### src/design/serial_slave_pkg.sv
// Constants, state type and reset image of the two-wire slave control block
package serial_slave_pkg;

    // ********************************************************
    // Register indices on the plain register port
    // ********************************************************
    localparam logic [1:0] ADDR_OWN = 2'h0;
    localparam logic [1:0] ADDR_CTRL0 = 2'h1;
    localparam logic [1:0] ADDR_STAT = 2'h2;
    localparam logic [1:0] ADDR_DATA = 2'h3;

    // ********************************************************
    // Field positions
    // ********************************************************
    localparam int OWN_MSB = 7;
    localparam int OWN_LSB = 1;
    localparam int SPARE_BIT = 0;
    localparam int MODE_MSB = 7;
    localparam int MODE_LSB = 5;
    localparam int DEB_MSB = 3;
    localparam int DEB_LSB = 2;
    localparam int EN_BIT = 1;
    localparam int ICF_BIT = 0;
    localparam int HCF_BIT = 7;
    localparam int ADDRESS_MATCH_FLAG_BIT = 6;
    localparam int HBB_BIT = 5;
    localparam int HTX_BIT = 4;
    localparam int ACK_SEND_BIT_BIT = 3;
    localparam int SRW_BIT = 2;
    localparam int MATCH_WAKEUP_ENABLE_BIT = 1;
    localparam int ACK_RECEIVED_FLAG_BIT = 0;

    // ********************************************************
    // Mode and debounce codes
    // ********************************************************
    localparam logic [2:0] MODE_SPI_DIV4 = 3'h0;
    localparam logic [2:0] MODE_SPI_DIV16 = 3'h1;
    localparam logic [2:0] MODE_SPI_DIV64 = 3'h2;
    localparam logic [2:0] MODE_SPI_SUB = 3'h3;
    localparam logic [2:0] MODE_SPI_PTM = 3'h4;
    localparam logic [2:0] MODE_SPI_SLAVE = 3'h5;
    localparam logic [2:0] MODE_I2C = 3'h6;
    localparam logic [2:0] MODE_UNUSED = 3'h7;
    localparam logic [1:0] DEB_NONE = 2'h0;
    localparam logic [1:0] DEB_TWO = 2'h1;
    localparam logic [2:0] DEB_TWO_CYC = 3'h2;
    localparam logic [2:0] DEB_FOUR_CYC = 3'h4;

    // Half-periods of the divided SPI clock, minus one
    localparam logic [5:0] HALF_DIV4 = 6'h01;
    localparam logic [5:0] HALF_DIV16 = 6'h07;
    localparam logic [5:0] HALF_DIV64 = 6'h1f;
    localparam logic [3:0] BITS_PER_BYTE = 4'h8;

    typedef enum logic [2:0] {
        st_idle, st_addr, st_addr_ack, st_rx, st_rx_ack, st_tx, st_tx_ack
    } link_state_e;

    typedef struct packed {
        logic [7:0] own_addr;
        logic [2:0] mode;
        logic [1:0] deb;
        logic en;
        logic icf;
        logic transfer_complete_flag;
        logic address_match_flag;
        logic bus_busy_flag;
        logic transmit_select;
        logic ack_send_bit;
        logic read_write_flag;
        logic match_wakeup_enable;
        logic ack_received_flag;
        logic [7:0] data;
        logic [7:0] rd_data;
        logic [1:0] scl_sync;
        logic [1:0] sda_sync;
        logic [1:0] sub_sync;
        logic scl_f;
        logic sda_f;
        logic [2:0] scl_cnt;
        logic [2:0] sda_cnt;
        link_state_e st;
        logic [3:0] bit_cnt;
        logic [7:0] shift;
        logic drv;
        logic [5:0] div_cnt;
        logic sck;
        logic wake;
        logic done;
    } slave_state_s;

    localparam slave_state_s STATE_RESET = '{
        mode: MODE_UNUSED, transfer_complete_flag: 1'b1, ack_received_flag: 1'b1,
        scl_sync: 2'h3, sda_sync: 2'h3, scl_f: 1'b1, sda_f: 1'b1,
        st: st_idle, default: '0};

endpackage

### src/design/serial_slave_address_control.sv
// Two-wire bus slave control, status and address match with SPI clock select
//
// The placing of the registers and the strobed register port were decided locally.

module serial_slave_address_control (
    // Clock and reset
    input wire logic ref_clk,
    input wire logic rst,
    // Register port
    input wire logic [1:0] addr,
    input wire logic [7:0] wdata,
    input wire logic wr,
    input wire logic rd,
    output logic [7:0] rdata,
    // System hooks
    input wire logic cfg_enable,
    input wire logic low_power,
    input wire logic sub_clock,
    input wire logic timer_match,
    output logic pins_enable,
    output logic wake_req,
    output logic xfer_done,
    output logic spi_sck,
    // Two-wire pins
    input wire logic scl_in,
    input wire logic sda_in,
    output logic sda_out,
    output logic sda_oe_n
);

    // ********************************************************
    // Helpers
    // ********************************************************
    function automatic logic [3:0] filt(input logic raw, input logic cur,
                                        input logic [2:0] cnt,
                                        input logic [2:0] lim);
        logic [2:0] c1;
        begin
            c1 = cnt + 3'h1;
            if (raw == cur) begin
                filt = {cur, 3'h0};
            end else if (lim == 3'h0 || c1 >= lim) begin
                filt = {raw, 3'h0};
            end else begin
                filt = {cur, c1};
            end
        end
    endfunction

    function automatic logic [5:0] half_div(input logic [2:0] m);
        begin
            case (m)
                serial_slave_pkg::MODE_SPI_DIV4:
                    half_div = serial_slave_pkg::HALF_DIV4;
                serial_slave_pkg::MODE_SPI_DIV16:
                    half_div = serial_slave_pkg::HALF_DIV16;
                default: half_div = serial_slave_pkg::HALF_DIV64;
            endcase
        end
    endfunction

    serial_slave_pkg::slave_state_s s_reg;
    serial_slave_pkg::slave_state_s s_next;

    logic i2c_mode;
    logic active;
    logic spi_master;
    logic [2:0] deb_lim;
    logic [3:0] scl_fv;
    logic [3:0] sda_fv;
    logic scl_rise;
    logic scl_fall;
    logic start_ev;
    logic stop_ev;
    logic match;
    logic en_rise;

    assign i2c_mode = s_reg.mode == serial_slave_pkg::MODE_I2C;
    assign active = s_reg.en & cfg_enable & i2c_mode;
    assign spi_master = s_reg.en & cfg_enable &
                        (s_reg.mode <= serial_slave_pkg::MODE_SPI_PTM);

    // Debounce only counts in two-wire mode
    always_comb begin
        if (!i2c_mode || s_reg.deb == serial_slave_pkg::DEB_NONE) begin
            deb_lim = 3'h0;
        end else if (s_reg.deb == serial_slave_pkg::DEB_TWO) begin
            deb_lim = serial_slave_pkg::DEB_TWO_CYC;
        end else begin
            deb_lim = serial_slave_pkg::DEB_FOUR_CYC;
        end
    end

    assign scl_fv = filt(s_reg.scl_sync[1], s_reg.scl_f, s_reg.scl_cnt,
                         deb_lim);
    assign sda_fv = filt(s_reg.sda_sync[1], s_reg.sda_f, s_reg.sda_cnt,
                         deb_lim);
    assign scl_rise = scl_fv[3] & ~s_reg.scl_f;
    assign scl_fall = ~scl_fv[3] & s_reg.scl_f;
    assign start_ev = s_reg.scl_f & scl_fv[3] & s_reg.sda_f & ~sda_fv[3];
    assign stop_ev = s_reg.scl_f & scl_fv[3] & ~s_reg.sda_f & sda_fv[3];
    // Bit 0 of the own address never enters the compare
    assign match = s_reg.shift[7:1] ==
        s_reg.own_addr[serial_slave_pkg::OWN_MSB:serial_slave_pkg::OWN_LSB];
    assign en_rise = wr && addr == serial_slave_pkg::ADDR_CTRL0 &&
                     wdata[serial_slave_pkg::EN_BIT] && !s_reg.en;

    // ********************************************************
    // Next state
    // ********************************************************
    always_comb begin
        s_next = s_reg;
        s_next.done = 1'b0;
        s_next.wake = 1'b0;
        s_next.scl_sync = {s_reg.scl_sync[0], scl_in};
        s_next.sda_sync = {s_reg.sda_sync[0], sda_in};
        s_next.sub_sync = {s_reg.sub_sync[0], sub_clock};
        {s_next.scl_f, s_next.scl_cnt} = scl_fv;
        {s_next.sda_f, s_next.sda_cnt} = sda_fv;

        // Software writes land first; link events below override flags
        if (wr) begin
            case (addr)
                serial_slave_pkg::ADDR_OWN: s_next.own_addr = wdata;
                serial_slave_pkg::ADDR_CTRL0: begin
                    s_next.mode = wdata[serial_slave_pkg::MODE_MSB:
                                        serial_slave_pkg::MODE_LSB];
                    s_next.deb = wdata[serial_slave_pkg::DEB_MSB:
                                       serial_slave_pkg::DEB_LSB];
                    s_next.en = wdata[serial_slave_pkg::EN_BIT];
                    s_next.icf = wdata[serial_slave_pkg::ICF_BIT];
                end
                serial_slave_pkg::ADDR_STAT: begin
                    s_next.transmit_select = wdata[serial_slave_pkg::HTX_BIT];
                    s_next.ack_send_bit = wdata[serial_slave_pkg::ACK_SEND_BIT_BIT];
                    s_next.read_write_flag = wdata[serial_slave_pkg::SRW_BIT];
                    s_next.match_wakeup_enable = wdata[serial_slave_pkg::MATCH_WAKEUP_ENABLE_BIT];
                end
                default: s_next.data = wdata;
            endcase
        end

        // SPI settings are left alone on enable; only two-wire flags reset
        if (en_rise && i2c_mode) begin
            s_next.transfer_complete_flag = 1'b1;
            s_next.address_match_flag = 1'b0;
            s_next.bus_busy_flag = 1'b0;
            s_next.read_write_flag = 1'b0;
            s_next.ack_received_flag = 1'b1;
        end

        if (!active) begin
            s_next.st = serial_slave_pkg::st_idle;
            s_next.drv = 1'b0;
            s_next.bit_cnt = 4'h0;
        end else if (start_ev) begin
            s_next.bus_busy_flag = 1'b1;
            s_next.address_match_flag = 1'b0;
            s_next.transfer_complete_flag = 1'b0;
            s_next.drv = 1'b0;
            s_next.bit_cnt = 4'h0;
            s_next.st = serial_slave_pkg::st_addr;
        end else if (stop_ev) begin
            s_next.bus_busy_flag = 1'b0;
            s_next.drv = 1'b0;
            s_next.st = serial_slave_pkg::st_idle;
        end else if (scl_rise) begin
            case (s_reg.st)
                serial_slave_pkg::st_addr, serial_slave_pkg::st_rx: begin
                    s_next.shift = {s_reg.shift[6:0], s_reg.sda_f};
                    s_next.bit_cnt = s_reg.bit_cnt + 4'h1;
                    s_next.transfer_complete_flag = 1'b0;
                end
                serial_slave_pkg::st_tx: begin
                    s_next.bit_cnt = s_reg.bit_cnt + 4'h1;
                    s_next.transfer_complete_flag = 1'b0;
                end
                serial_slave_pkg::st_tx_ack: s_next.ack_received_flag = s_reg.sda_f;
                default: ;
            endcase
        end else if (scl_fall) begin
            case (s_reg.st)
                serial_slave_pkg::st_addr: begin
                    if (s_reg.bit_cnt == serial_slave_pkg::BITS_PER_BYTE) begin
                        if (match) begin
                            s_next.address_match_flag = 1'b1;
                            s_next.read_write_flag = s_reg.shift[0];
                            s_next.drv = 1'b1;
                            s_next.transfer_complete_flag = 1'b1;
                            s_next.done = 1'b1;
                            s_next.wake = s_reg.match_wakeup_enable & low_power;
                            s_next.st = serial_slave_pkg::st_addr_ack;
                        end else begin
                            s_next.address_match_flag = 1'b0;
                            s_next.st = serial_slave_pkg::st_idle;
                        end
                    end
                end
                serial_slave_pkg::st_addr_ack, serial_slave_pkg::st_rx_ack: begin
                    s_next.bit_cnt = 4'h0;
                    // The transmit select bit, not the received direction bit, picks the data phase
                    if (s_reg.st == serial_slave_pkg::st_addr_ack &&
                        s_reg.transmit_select) begin
                        s_next.shift = s_reg.data;
                        s_next.drv = ~s_reg.data[7];
                        s_next.st = serial_slave_pkg::st_tx;
                    end else begin
                        s_next.drv = 1'b0;
                        s_next.st = serial_slave_pkg::st_rx;
                    end
                end
                serial_slave_pkg::st_rx: begin
                    if (s_reg.bit_cnt == serial_slave_pkg::BITS_PER_BYTE) begin
                        s_next.data = s_reg.shift;
                        s_next.transfer_complete_flag = 1'b1;
                        s_next.done = 1'b1;
                        s_next.drv = ~s_reg.ack_send_bit;
                        s_next.st = serial_slave_pkg::st_rx_ack;
                    end
                end
                serial_slave_pkg::st_tx: begin
                    if (s_reg.bit_cnt == serial_slave_pkg::BITS_PER_BYTE) begin
                        s_next.drv = 1'b0;
                        s_next.transfer_complete_flag = 1'b1;
                        s_next.done = 1'b1;
                        s_next.st = serial_slave_pkg::st_tx_ack;
                    end else begin
                        s_next.shift = {s_reg.shift[6:0], 1'b0};
                        s_next.drv = ~s_reg.shift[6];
                    end
                end
                serial_slave_pkg::st_tx_ack: begin
                    s_next.bit_cnt = 4'h0;
                    if (!s_reg.ack_received_flag) begin
                        s_next.shift = s_reg.data;
                        s_next.drv = ~s_reg.data[7];
                        s_next.st = serial_slave_pkg::st_tx;
                    end else begin
                        s_next.drv = 1'b0;
                        s_next.st = serial_slave_pkg::st_idle;
                    end
                end
                default: ;
            endcase
        end

        // SPI master clock; the sub clock is sampled, so it is only followed
        if (!spi_master) begin
            s_next.sck = 1'b0;
            s_next.div_cnt = 6'h00;
        end else if (s_reg.mode == serial_slave_pkg::MODE_SPI_SUB) begin
            s_next.sck = s_reg.sub_sync[1];
        end else if (s_reg.mode == serial_slave_pkg::MODE_SPI_PTM) begin
            if (timer_match) begin
                s_next.sck = ~s_reg.sck;
            end
        end else if (s_reg.div_cnt >= half_div(s_reg.mode)) begin
            s_next.div_cnt = 6'h00;
            s_next.sck = ~s_reg.sck;
        end else begin
            s_next.div_cnt = s_reg.div_cnt + 6'h01;
        end

        if (rd) begin
            case (addr)
                serial_slave_pkg::ADDR_OWN: s_next.rd_data = s_reg.own_addr;
                serial_slave_pkg::ADDR_CTRL0: s_next.rd_data = {s_reg.mode,
                    1'b0, s_reg.deb, s_reg.en, s_reg.icf};
                serial_slave_pkg::ADDR_STAT: s_next.rd_data = {s_reg.transfer_complete_flag,
                    s_reg.address_match_flag, s_reg.bus_busy_flag, s_reg.transmit_select, s_reg.ack_send_bit, s_reg.read_write_flag,
                    s_reg.match_wakeup_enable, s_reg.ack_received_flag};
                default: s_next.rd_data = s_reg.data;
            endcase
        end else begin
            s_next.rd_data = 8'h00;
        end
    end

    always_ff @(posedge ref_clk or posedge rst) begin
        if (rst) begin
            s_reg <= serial_slave_pkg::STATE_RESET;
        end else begin
            s_reg <= s_next;
        end
    end

    assign rdata = s_reg.rd_data;
    assign pins_enable = s_reg.en & cfg_enable;
    assign wake_req = s_reg.wake;
    assign xfer_done = s_reg.done;
    assign spi_sck = s_reg.sck;
    assign sda_out = 1'b0;
    assign sda_oe_n = ~s_reg.drv;

    // ********************************************************
    // Checks
    // ********************************************************
    property p_match_ack;
        @(posedge ref_clk) disable iff (rst)
        (active && !start_ev && !stop_ev && scl_fall && match &&
         s_reg.st == serial_slave_pkg::st_addr && s_reg.bit_cnt == 4'h8)
        |=> s_reg.address_match_flag && !sda_oe_n && s_reg.read_write_flag == $past(s_reg.shift[0]);
    endproperty
    a_match_ack: assert property (p_match_ack) else $error("no ack on match");

    property p_no_match;
        @(posedge ref_clk) disable iff (rst)
        (active && !start_ev && !stop_ev && scl_fall && !match &&
         s_reg.st == serial_slave_pkg::st_addr && s_reg.bit_cnt == 4'h8)
        |=> !s_reg.address_match_flag && sda_oe_n;
    endproperty
    a_no_match: assert property (p_no_match) else $error("false match");

    property p_busy;
        @(posedge ref_clk) disable iff (rst)
        (active && (start_ev || (s_reg.bus_busy_flag && !stop_ev))) |=> s_reg.bus_busy_flag;
    endproperty
    a_busy: assert property (p_busy) else $error("busy not held");

    property p_free;
        @(posedge ref_clk) disable iff (rst)
        (active && stop_ev && !start_ev) |=> !s_reg.bus_busy_flag;
    endproperty
    a_free: assert property (p_free) else $error("busy after stop");

    property p_en_rise;
        @(posedge ref_clk) disable iff (rst)
        (en_rise && i2c_mode) |=> s_reg.transfer_complete_flag && !s_reg.address_match_flag && !s_reg.bus_busy_flag
            && s_reg.ack_received_flag && s_reg.ack_send_bit == $past(s_reg.ack_send_bit);
    endproperty
    a_en_rise: assert property (p_en_rise) else $error("flags not reset");

    property p_release;
        @(posedge ref_clk) disable iff (rst)
        !active |=> sda_oe_n;
    endproperty
    a_release: assert property (p_release) else $error("pin held off");

    property p_rx_ack;
        @(posedge ref_clk) disable iff (rst)
        (active && !start_ev && !stop_ev && scl_fall &&
         s_reg.st == serial_slave_pkg::st_rx && s_reg.bit_cnt == 4'h8)
        |=> sda_oe_n == $past(s_reg.ack_send_bit) && s_reg.transfer_complete_flag && xfer_done;
    endproperty
    a_rx_ack: assert property (p_rx_ack) else $error("bad ninth bit");

    property p_tx_nack;
        @(posedge ref_clk) disable iff (rst)
        (active && !start_ev && !stop_ev && scl_fall && s_reg.ack_received_flag &&
         s_reg.st == serial_slave_pkg::st_tx_ack)
        |=> sda_oe_n && s_reg.st == serial_slave_pkg::st_idle;
    endproperty
    a_tx_nack: assert property (p_tx_nack) else $error("line kept");

    property p_wake;
        @(posedge ref_clk) disable iff (rst)
        (active && !start_ev && !stop_ev && scl_fall && match &&
         s_reg.match_wakeup_enable && low_power && s_reg.st == serial_slave_pkg::st_addr
         && s_reg.bit_cnt == 4'h8) |=> wake_req ##1 !wake_req;
    endproperty
    a_wake: assert property (p_wake) else $error("no wake pulse");

    property p_div4;
        @(posedge ref_clk) disable iff (rst)
        (spi_master && s_reg.mode == serial_slave_pkg::MODE_SPI_DIV4 &&
         $changed(spi_sck)) ##1 (spi_master && s_reg.mode ==
         serial_slave_pkg::MODE_SPI_DIV4) |=> $changed(spi_sck);
    endproperty
    a_div4: assert property (p_div4) else $error("divide by four off");

endmodule // serial_slave_address_control

### config.mk
export PLATFORM = sky130hd
export DESIGN_NAME = serial_slave_address_control
export DESIGN_NICKNAME = d
export VERILOG_FILES = /design/src/design/serial_slave_pkg.sv /design/src/design/serial_slave_address_control.sv
export SDC_FILE = /design/constraint.sdc
export NUM_CORES = 1
export LEC_CHECK = 0
export BUFFER_PORTS_ARGS = -buffer_cell sky130_fd_sc_hd__buf_4
export CAP_MARGIN = 20
export CORE_MARGIN = 8
export CORE_UTILIZATION = 25
export CTS_BUF_LIST = sky130_fd_sc_hd__clkbuf_16
export CTS_CLUSTER_DIAMETER = 50
export DETAILED_ROUTE_END_ITERATION = 8
export PLACE_DENSITY_LB_ADDON = 0.05
export SYNTH_ARGS = -nofsm -noshare
export SYNTH_HDL_FRONTEND = slang
export SYNTH_SLANG_ARGS = --single-unit
### constraint.sdc
create_clock -name ref_clk -period 4 [get_ports ref_clk]
set_input_delay 0.4 -clock ref_clk [delete_from_list [all_inputs] [get_ports ref_clk]]
set_output_delay 0.4 -clock ref_clk [all_outputs]
set_load 0.02 [all_outputs]
==> impl.org, run 1 <==
** Status
- The run finished with clean final reports.

** GRT
- Antenna violations before repair :: 0
- First-pass GRT wire length :: 18690 µm
- Via count of the first global-routing pass :: 2991
- Met3 track demand over resource in global routing :: 2.456%
- Total global routing overflow :: 0
- For met2 alone, demand over resource in global routing was 16.40%.
- In this run the most used layer during global routing was met1.
- Largest net degree at the start of global routing :: 47
- GR met1 Demand/Resource :: 16.46%
- GRT Util Overall :: 11.55%

** Clock network
- After clock tree synthesis, the clock-pin slew on the worst setup and hold paths is 70 ps.
- Post-CTS repair changed the size of 0 cells.
- Buffers inserted to repair hold after CTS numbered 0.
- Worst-skew pair later-pin latency :: 350 ps
- CTS placed an instance of clkbuf_16 at the clock tree root.
- In this run the number of H-tree levels came out at 3.
- The clock net in this run drives a total of 78 sinks.
- TritonCTS clock tree :: yes
- Once the clock tree was built, the setup fixing pass inserted 0 buffers.
- Number of clock buffers inserted by TritonCTS :: 9
- Counting along the longest clock path gives a buffer depth of 2.

** Floorplanning
- 34 I/O pins were placed.
- The initial utilization of the core area, before any placement, comes to 25.46%.
- Site Rows :: 47
- The die covers 21170 µm².
- In this run the horizontal extent of the chip is 145.5 µm.
- In this run the vertical extent of the chip is 145.5 µm.
- In this run the standard cell core region covers 16470 µm².

** Timing
- Setup TNS :: 0 ps
- Crit path time final :: 3506 ps
- Final hold vios :: 0
- Final setup violation count :: 0
- Between clock sinks in the finished design, the worst skew comes to 9.089 ps.
- Transition time of the tightest slew-check pin :: 853.3 ps
- Headroom to the max-slew limit came out at 43.05%.
- Max Clk Rate :: 0.2852 GHz
- Final count of pins violating max slew :: 0
- After layout, the worst path uses 87.66% of the clock period.
- Unrepaired setup endpoints after global routing :: no

** Drt
- After detailed routing, the average wire length per cell comes to 18.91 µm.
- Using the TritonRoute via totals, the vias-per-cell ratio works out to 4.728.
- The count of nets left with antenna violations once routing finished came out at 0.
- Wire length reported by the detailed router :: 11760 µm
- Length of the first detailed-routing pass in iterations :: 4
- Residual DRC :: 0
- In this run, the number of DRC markers left after iteration 0 of detailed routing was 184.
- The detailed router placed 2941 vias in this run.

** Logic synthesis
- For this run, asynchronously set or reset flops after synthesis account for 100.0%.
- Averaged over all synthesized cells, the footprint is 11.30 µm².
- In this run, synthesis produced a sequential element count of 78.
- Synth cell types :: 65
- Part of the Yosys area used for sequential elements :: 46.90%
- The most used flip-flop cell after synthesis is dfrtp_1.
- The Yosys step of the flow raised 0 warnings.
- Post-synth EDFFs :: 0
- After synthesis the cells add up to 4192 µm².
- Counting every instance in the synthesized netlist gives 371.
- After synthesis, the cell types taking the most area are dfrtp_1, mux2_2, dfstp_2, mux4_2, ha_1.
- Top cell type's share of synthesized area :: 40.00%
- Cell taking the most area after synthesis :: dfrtp_1

** Min path
- Hold Path Class :: in2reg
- Counting instances, the worst hold path has a depth of 1.

** Layout
- From synthesis to final layout, the design area changed by 17.04%.
- The number of antenna diodes in the final layout is 0.
- Measured on the finished design, the core utilization comes to 29.79%.
- In the final layout, the multi-input gates occupy 2058 µm².
- Nets :: 429
- Fraction of final layout cells sized beyond drive strength 1 :: 25.87%
- Fill cells in the final layout number 1747.
- Flip-flop count of the largest register after layout :: 64
- Across the whole layout, storage elements account for 1966 µm².

** Pwr
- Of the total power, the clock network draws 38.4%.
- In this run, the combinational gates consume 16.3% of the power.
- Power per Cell Area :: 437.3 nW/µm²
- In this run the static leakage power is 2.198 nW.
- Switching power :: 613.4 µW
- Per report_power, the sequential group accounts for 45.3% of the total.
- Across the VDD grid, the largest voltage drop is 0.2010 mV.
- Switching part of the total power :: 28.59%
- P_int :: 1.532 mW
- Overall power consumption :: 2.145 mW

** Setup path
- Logic depth of the worst register-to-register path :: 10
- Worst endpoint data arrival time :: 3730 ps
- The worst setup path is launched from a flop.
- In this run the worst path has a maximum fanout of 12.
- CP required :: 4230 ps
- Worst Setup Path Type :: reg2reg
- Sort of element at the end of the critical path :: flop

** Flow run
- Count of maximum capacitance violations :: 0

** Place
- After legalization and detailed placement, the total HPWL measured 8667 µm.
- The congestion estimate from routability-driven global placement came to 0.7493.
- Count of buffers inserted at the top-level ports :: 32
stage by stage:
stage          setup WS (ps)  std cells  cell area, µm²  hold WS [ps]
5_1_grt                348.0        622            4906         144.1
4_1_cts                496.9        622            4906         141.9
3_5_place_dp           518.7        606            4616         339.6
2_1_floorplan          904.0        373            4199         331.2
3_3_place_gp           615.5        606            4616         334.9
6_report               493.6        622            4906         154.1
power groups by stage:
stage	combinational [mW]	clock (mW)	sequential (mW)
floorplan	0.275	0	0.938
global placement	0.356	0	0.987
detailed placement	0.354	0	0.987
CTS	0.356	0.857	0.973
global route	0.389	0.890	0.986
finish	0.350	0.823	0.972
cell families after synthesis:
logic type                 count (synthesis)  share of synthesized area (%)
and+or+nand+nor                          100                          13.49
muxes                                     55                          16.45
AOI/OAI and AO/OA                         78                          13.02
xor gates and xnor gates                  11                          2.299
adders and majority gates                 12                          3.582
buffers and inverters                     36                          4.179
DFF                                       78                          46.90
other                                      1                        0.08947
layout by cell type (no fill, tap or decap), types with 6 or more instances in the layout:
cell / instances
and2_1: 8
o21ai_0: 10
a21oi_1: 20
xnor2_1: 8
ha_1: 12
nand3_1: 8
buf_4: 35
dfrtp_1: 67
mux4_2: 7
clkbuf_16: 9
dfstp_2: 11
nor2b_1: 7
inv_1: 13
nor2_1: 28
nand2_1: 12
mux2i_1: 10
a31oi_1: 6
mux2_1: 8
mux2_2: 29
worst max-delay path, stage by stage, from the launching register on:
cell      delay [ps]
dfstp_2          630
nand3b_1         170
or3_1            450
nor2_1           140
a21o_1           150
ha_1             420
nor2b_1          180
a32o_1           280
a32o_1           240
or3_4            410
mux2_4           300
synthesized netlist by cell type (9+ instances only):
cell and count:
a21oi_1 20, dfrtp_1 67, dfstp_2 11, ha_1 12, mux2i_1 10, nand2_1 12
o21ai_0 10, inv_1 14, mux2_2 29, nor2_1 28, buf_4 9
cell type report:
type / count / share of cell area [%]
Clock buffer: 9 / 4.591
Clock inverter: 7 / 1.326
Timing Repair Buffer: 35 / 5.356
Inverter: 14 / 1.097
Sequential cell: 78 / 40.07
Tap cell: 220 / 5.611
Multi-Input combinational cell: 259 / 41.95
path summary, 6_finish.rpt:
check	startpoint	slack, ps	to
max in group asynchronous	rst	2810	s_reg[32]
min	sub_clock	150	s_next[34]
max reg2reg	s_reg[68]	490	s_reg[18]
max	s_reg[68]	490	s_reg[18]
min reg2reg	s_next[34]	350	s_reg[34]
min in group asynchronous	rst	210	s_reg[51]
metal layers:
layer | vias to the layer above | part of all wire [%]
met5 | - | 0
met4 | 0 | 1.6
met3 | 10 | 3.2
met2 | 54 | 43
met1 | 1460 | 52
li1 | 1417 | -
Power figures use the tool's default switching activity.
==> run 2: changes to the inputs <==
- CORE_MARGIN: 8 -> default
==> run 2 against run 1 <==
- utilization up 0.94 points
- combinational power up 1%
- first-iteration DRC count down 17%
- hold slack better by 2.2 ps
- largest cell class unchanged
- maximum frequency about the same
- register-to-register slack about the same
- clock power up 5.7%
- clock skew down 1.8 ps
- total power up 2.6%
- clock-buffer cell count unchanged
==> impl.org, run 2 (synthesis results as in run 1) <==
** Status
- Outcome :: complete, no violations

** Pwr
- The leakage power is 2.236 nW (+1.7%).
- Overall power consumption :: 2.201 mW (+2.6%)
- Clk pwr share :: 39.5% (+1.1 points)
- The sequential group share of total power is 44.3% (-1.0 points).
- Comb power frac :: 16.1% (-0.2 points)
- The total power divided by cell area was 444.3 nW/µm² (+1.6%).
- Switching power :: 606.3 µW (-1.2%)
- Peak supply drop :: 0.2152 mV (+7.0%)
- P_int :: 1.595 mW (+4.1%)
- Switching part of the total power :: 27.55% (-1.0 points)

** Layout
- The post-route non-filler standard cell count is 620 (-0.32%).
- Total inserted antenna cells :: 0 (unchanged)
- The total number of nets in the final design was 431 (+0.47%).
- The proportion of layout cells with a drive suffix above 1 came to 25.50% (-0.38 points).
- Flip-flop count of the largest register after layout :: 64 (unchanged)
- Compared with the post-synthesis result, the final layout area differs by 18.18%.
- The library cell used most frequently in the layout, excluding fill and tap cells, is dfrtp_1.
- The library cells used most frequently in the layout, excluding fill and tap cells, are dfrtp_1, buf_4, mux2_2.

** Floorplanning
- Die footprint :: 17290 µm² (-18%)
- Top-level port count :: 34 (unchanged)
- Die Span X :: 131.5 µm (-9.6%)
- Core Footprint :: 16120 µm² (-2.1%)
- Starting Density :: 26.01% (+0.55 points)
- The row count is 46 (-2.1%).
- Vertical die dimension :: 131.5 µm (-9.6%)

** Drt
- Wire length reported by the detailed router :: 11590 µm (-1.5%)
- The via density per instance was 4.795 (+1.4%).
- Mean routed wirelength per cell :: 18.70 µm (-1.1%)
- The count of routing violations after the opening detailed-route iteration came to 152 (-17%).
- The number of search-and-repair iterations in the first detailed-routing pass is 4 (unchanged).
- Via Count :: 2973 (+1.1%)
- Routed Antenna Nets :: 0 (unchanged)
- The post-detailed-route DRC marker count came to 0 (unchanged).

** Setup path
- Biggest fanout along the worst timing path :: 12 (unchanged)
- The worst setup path is captured at a flop.
- The arrival time at the worst endpoint is 3740 ps (about the same).
- The count of cells along the worst register-to-register path came to 10 (unchanged).
- STA classifies the critical path startpoint as a flop.
- The setup path with the least slack is of type reg2reg.
- CP required :: 4230 ps (about the same)

** GRT
- The routing usage on met2 is 21.49% (+5.1 points).
- Routing layer with the top usage in global route :: met2
- The global-route track usage on met1 was 20.32% (+3.9 points).
- The total global routing track utilization came to 14.43% (+2.9 points).
- The number of antenna violations at the first check in global routing was 0 (unchanged).
- The remaining global-route overflow came to 0 (unchanged).
- First-pass GRT wire length :: 18560 µm (-0.70%)
- The pin count of the biggest net entering global routing came to 58 (+23%).
- The met3 track demand over resource in global routing is 3.665% (+1.2 points).
- Via count of the first global-routing pass :: 3075 (+2.8%)

** Clock network
- Htree depth :: 3 (unchanged)
- Clk slew on worst S/H paths :: 60 ps (about the same)
- The buffer count from post-CTS setup fixing came to 0 (unchanged).
- The number of buffers added by the clock tree synthesis step is 9 (unchanged).
- The later-pin clock latency in the skew report came to 350 ps (about the same).
- Number of buffers on the longest clock path :: 2 (unchanged)
- TritonCTS built the clock tree.
- CTS Sinks :: 78 (unchanged)
- Clk Tree Root Cell :: clkbuf_16

** Place
- Count of buffers inserted at the top-level ports :: 32 (unchanged)
- Detail Placement HPWL :: 8533 µm (-1.6%)
- The final estimated routing congestion in global placement came to 0.7497 (about the same).
- The number of instances in the placed design was 602 (-0.66%).

** Timing
- The clock skew after layout was 7.322 ps (-1.767 ps).
- Unrepaired setup endpoints after global routing :: no
- The final count of pins violating max slew came to 0 (unchanged).
- Final setup violation count :: 0 (unchanged)
- Setup TNS :: 0 ps (unchanged)
- Max Clk Rate :: 0.2854 GHz (about the same)
- Worst-case headroom to the max-slew limit :: 53.38% (+10 points)
- The final-report hold violation count is 0 (unchanged).
- Crit path time final :: 3504 ps (-1.926 ps)
- The final clock period utilization by the worst path is 87.61% (about the same).
- Transition time of the tightest slew-check pin :: 697.5 ps (-155.8 ps)

** Min path
- The cell depth of the worst hold path came to 1 (unchanged).
- Hold Path Class :: in2reg

** Flow run
- The max-cap violation count was 0 (unchanged).
## run 2: cell count changes in the layout (fill, tap and decap cells not counted), sizes merged
| cell | before | now |
|---|---|---|
| clkinvlp | 3 | 0 |
| buf | 35 | 36 |
| bufinv | 1 | 2 |
| clkinv | 4 | 5 |
| dlygate4sd3 | 0 | 1 |
| inv | 13 | 14 |
## run 2: final timing paths
check                           start         end  slack (ps)
max                         s_reg[68]   s_reg[18]         500
min                            sda_in  s_next[36]         160
max reg2reg                 s_reg[68]   s_reg[18]         500
min reg2reg                s_next[34]   s_reg[34]         350
max in group asynchronous         rst  s_next[38]        2890
min in group asynchronous         rst   s_reg[54]         510
## run 2: cell type report
cell class                 count  area (µm²)
timing repair buffer          37       300.3
multi-input combinational    259        2058
sequential                    78        1966
inverter                      14       53.80
clock inverter                 7       80.08
clock buffer                   9       225.2
fill                        1683       11160
tap                          216       270.3
## run 2: layer usage
metal | vias up | part of all wire, %
met2 | 58 | 45
met4 | 0 | 1.2
li1 | 1414 | -
met1 | 1493 | 50
met5 | - | 0
met3 | 8 | 3.6
## run 2: stage by stage
step	area, µm²	worst slack [ps]	hold slack, ps	util (%)
2_1_floorplan	4199	904.0	331.2	-
3_3_place_gp	4611	626.0	335.0	28.61
3_5_place_dp	4611	530.8	337.2	28.61
4_1_cts	4916	495.8	141.5	30.50
5_1_grt	4954	353.4	140.6	30.74
6_report	4954	495.6	156.3	30.74
## run 2: power groups by stage
stage          registers [mW]  clock network, mW  logic [mW]
2_1_floorplan           0.938                  0       0.275
3_3_place_gp            0.989                  0       0.356
3_5_place_dp            0.991                  0       0.355
4_1_cts                 0.977              0.903       0.357
5_1_grt                 0.988              0.937       0.394
6_report                0.976              0.870       0.355
## run 2: what timing repair did
item / CTS / global route
gates resized for setup: 0 / 0
hold buffers: 0 / 1
hold endpoints to repair: 0 / 7
## run 2: worst max-delay path, stage by stage (launching register included)
cell	delay [ps]
dfstp_2	640
nand3b_1	170
or3_1	450
nor2_1	150
a21o_1	150
ha_1	440
nor2b_1	190
a32o_1	270
a32o_1	230
or3_4	400
mux2_4	300
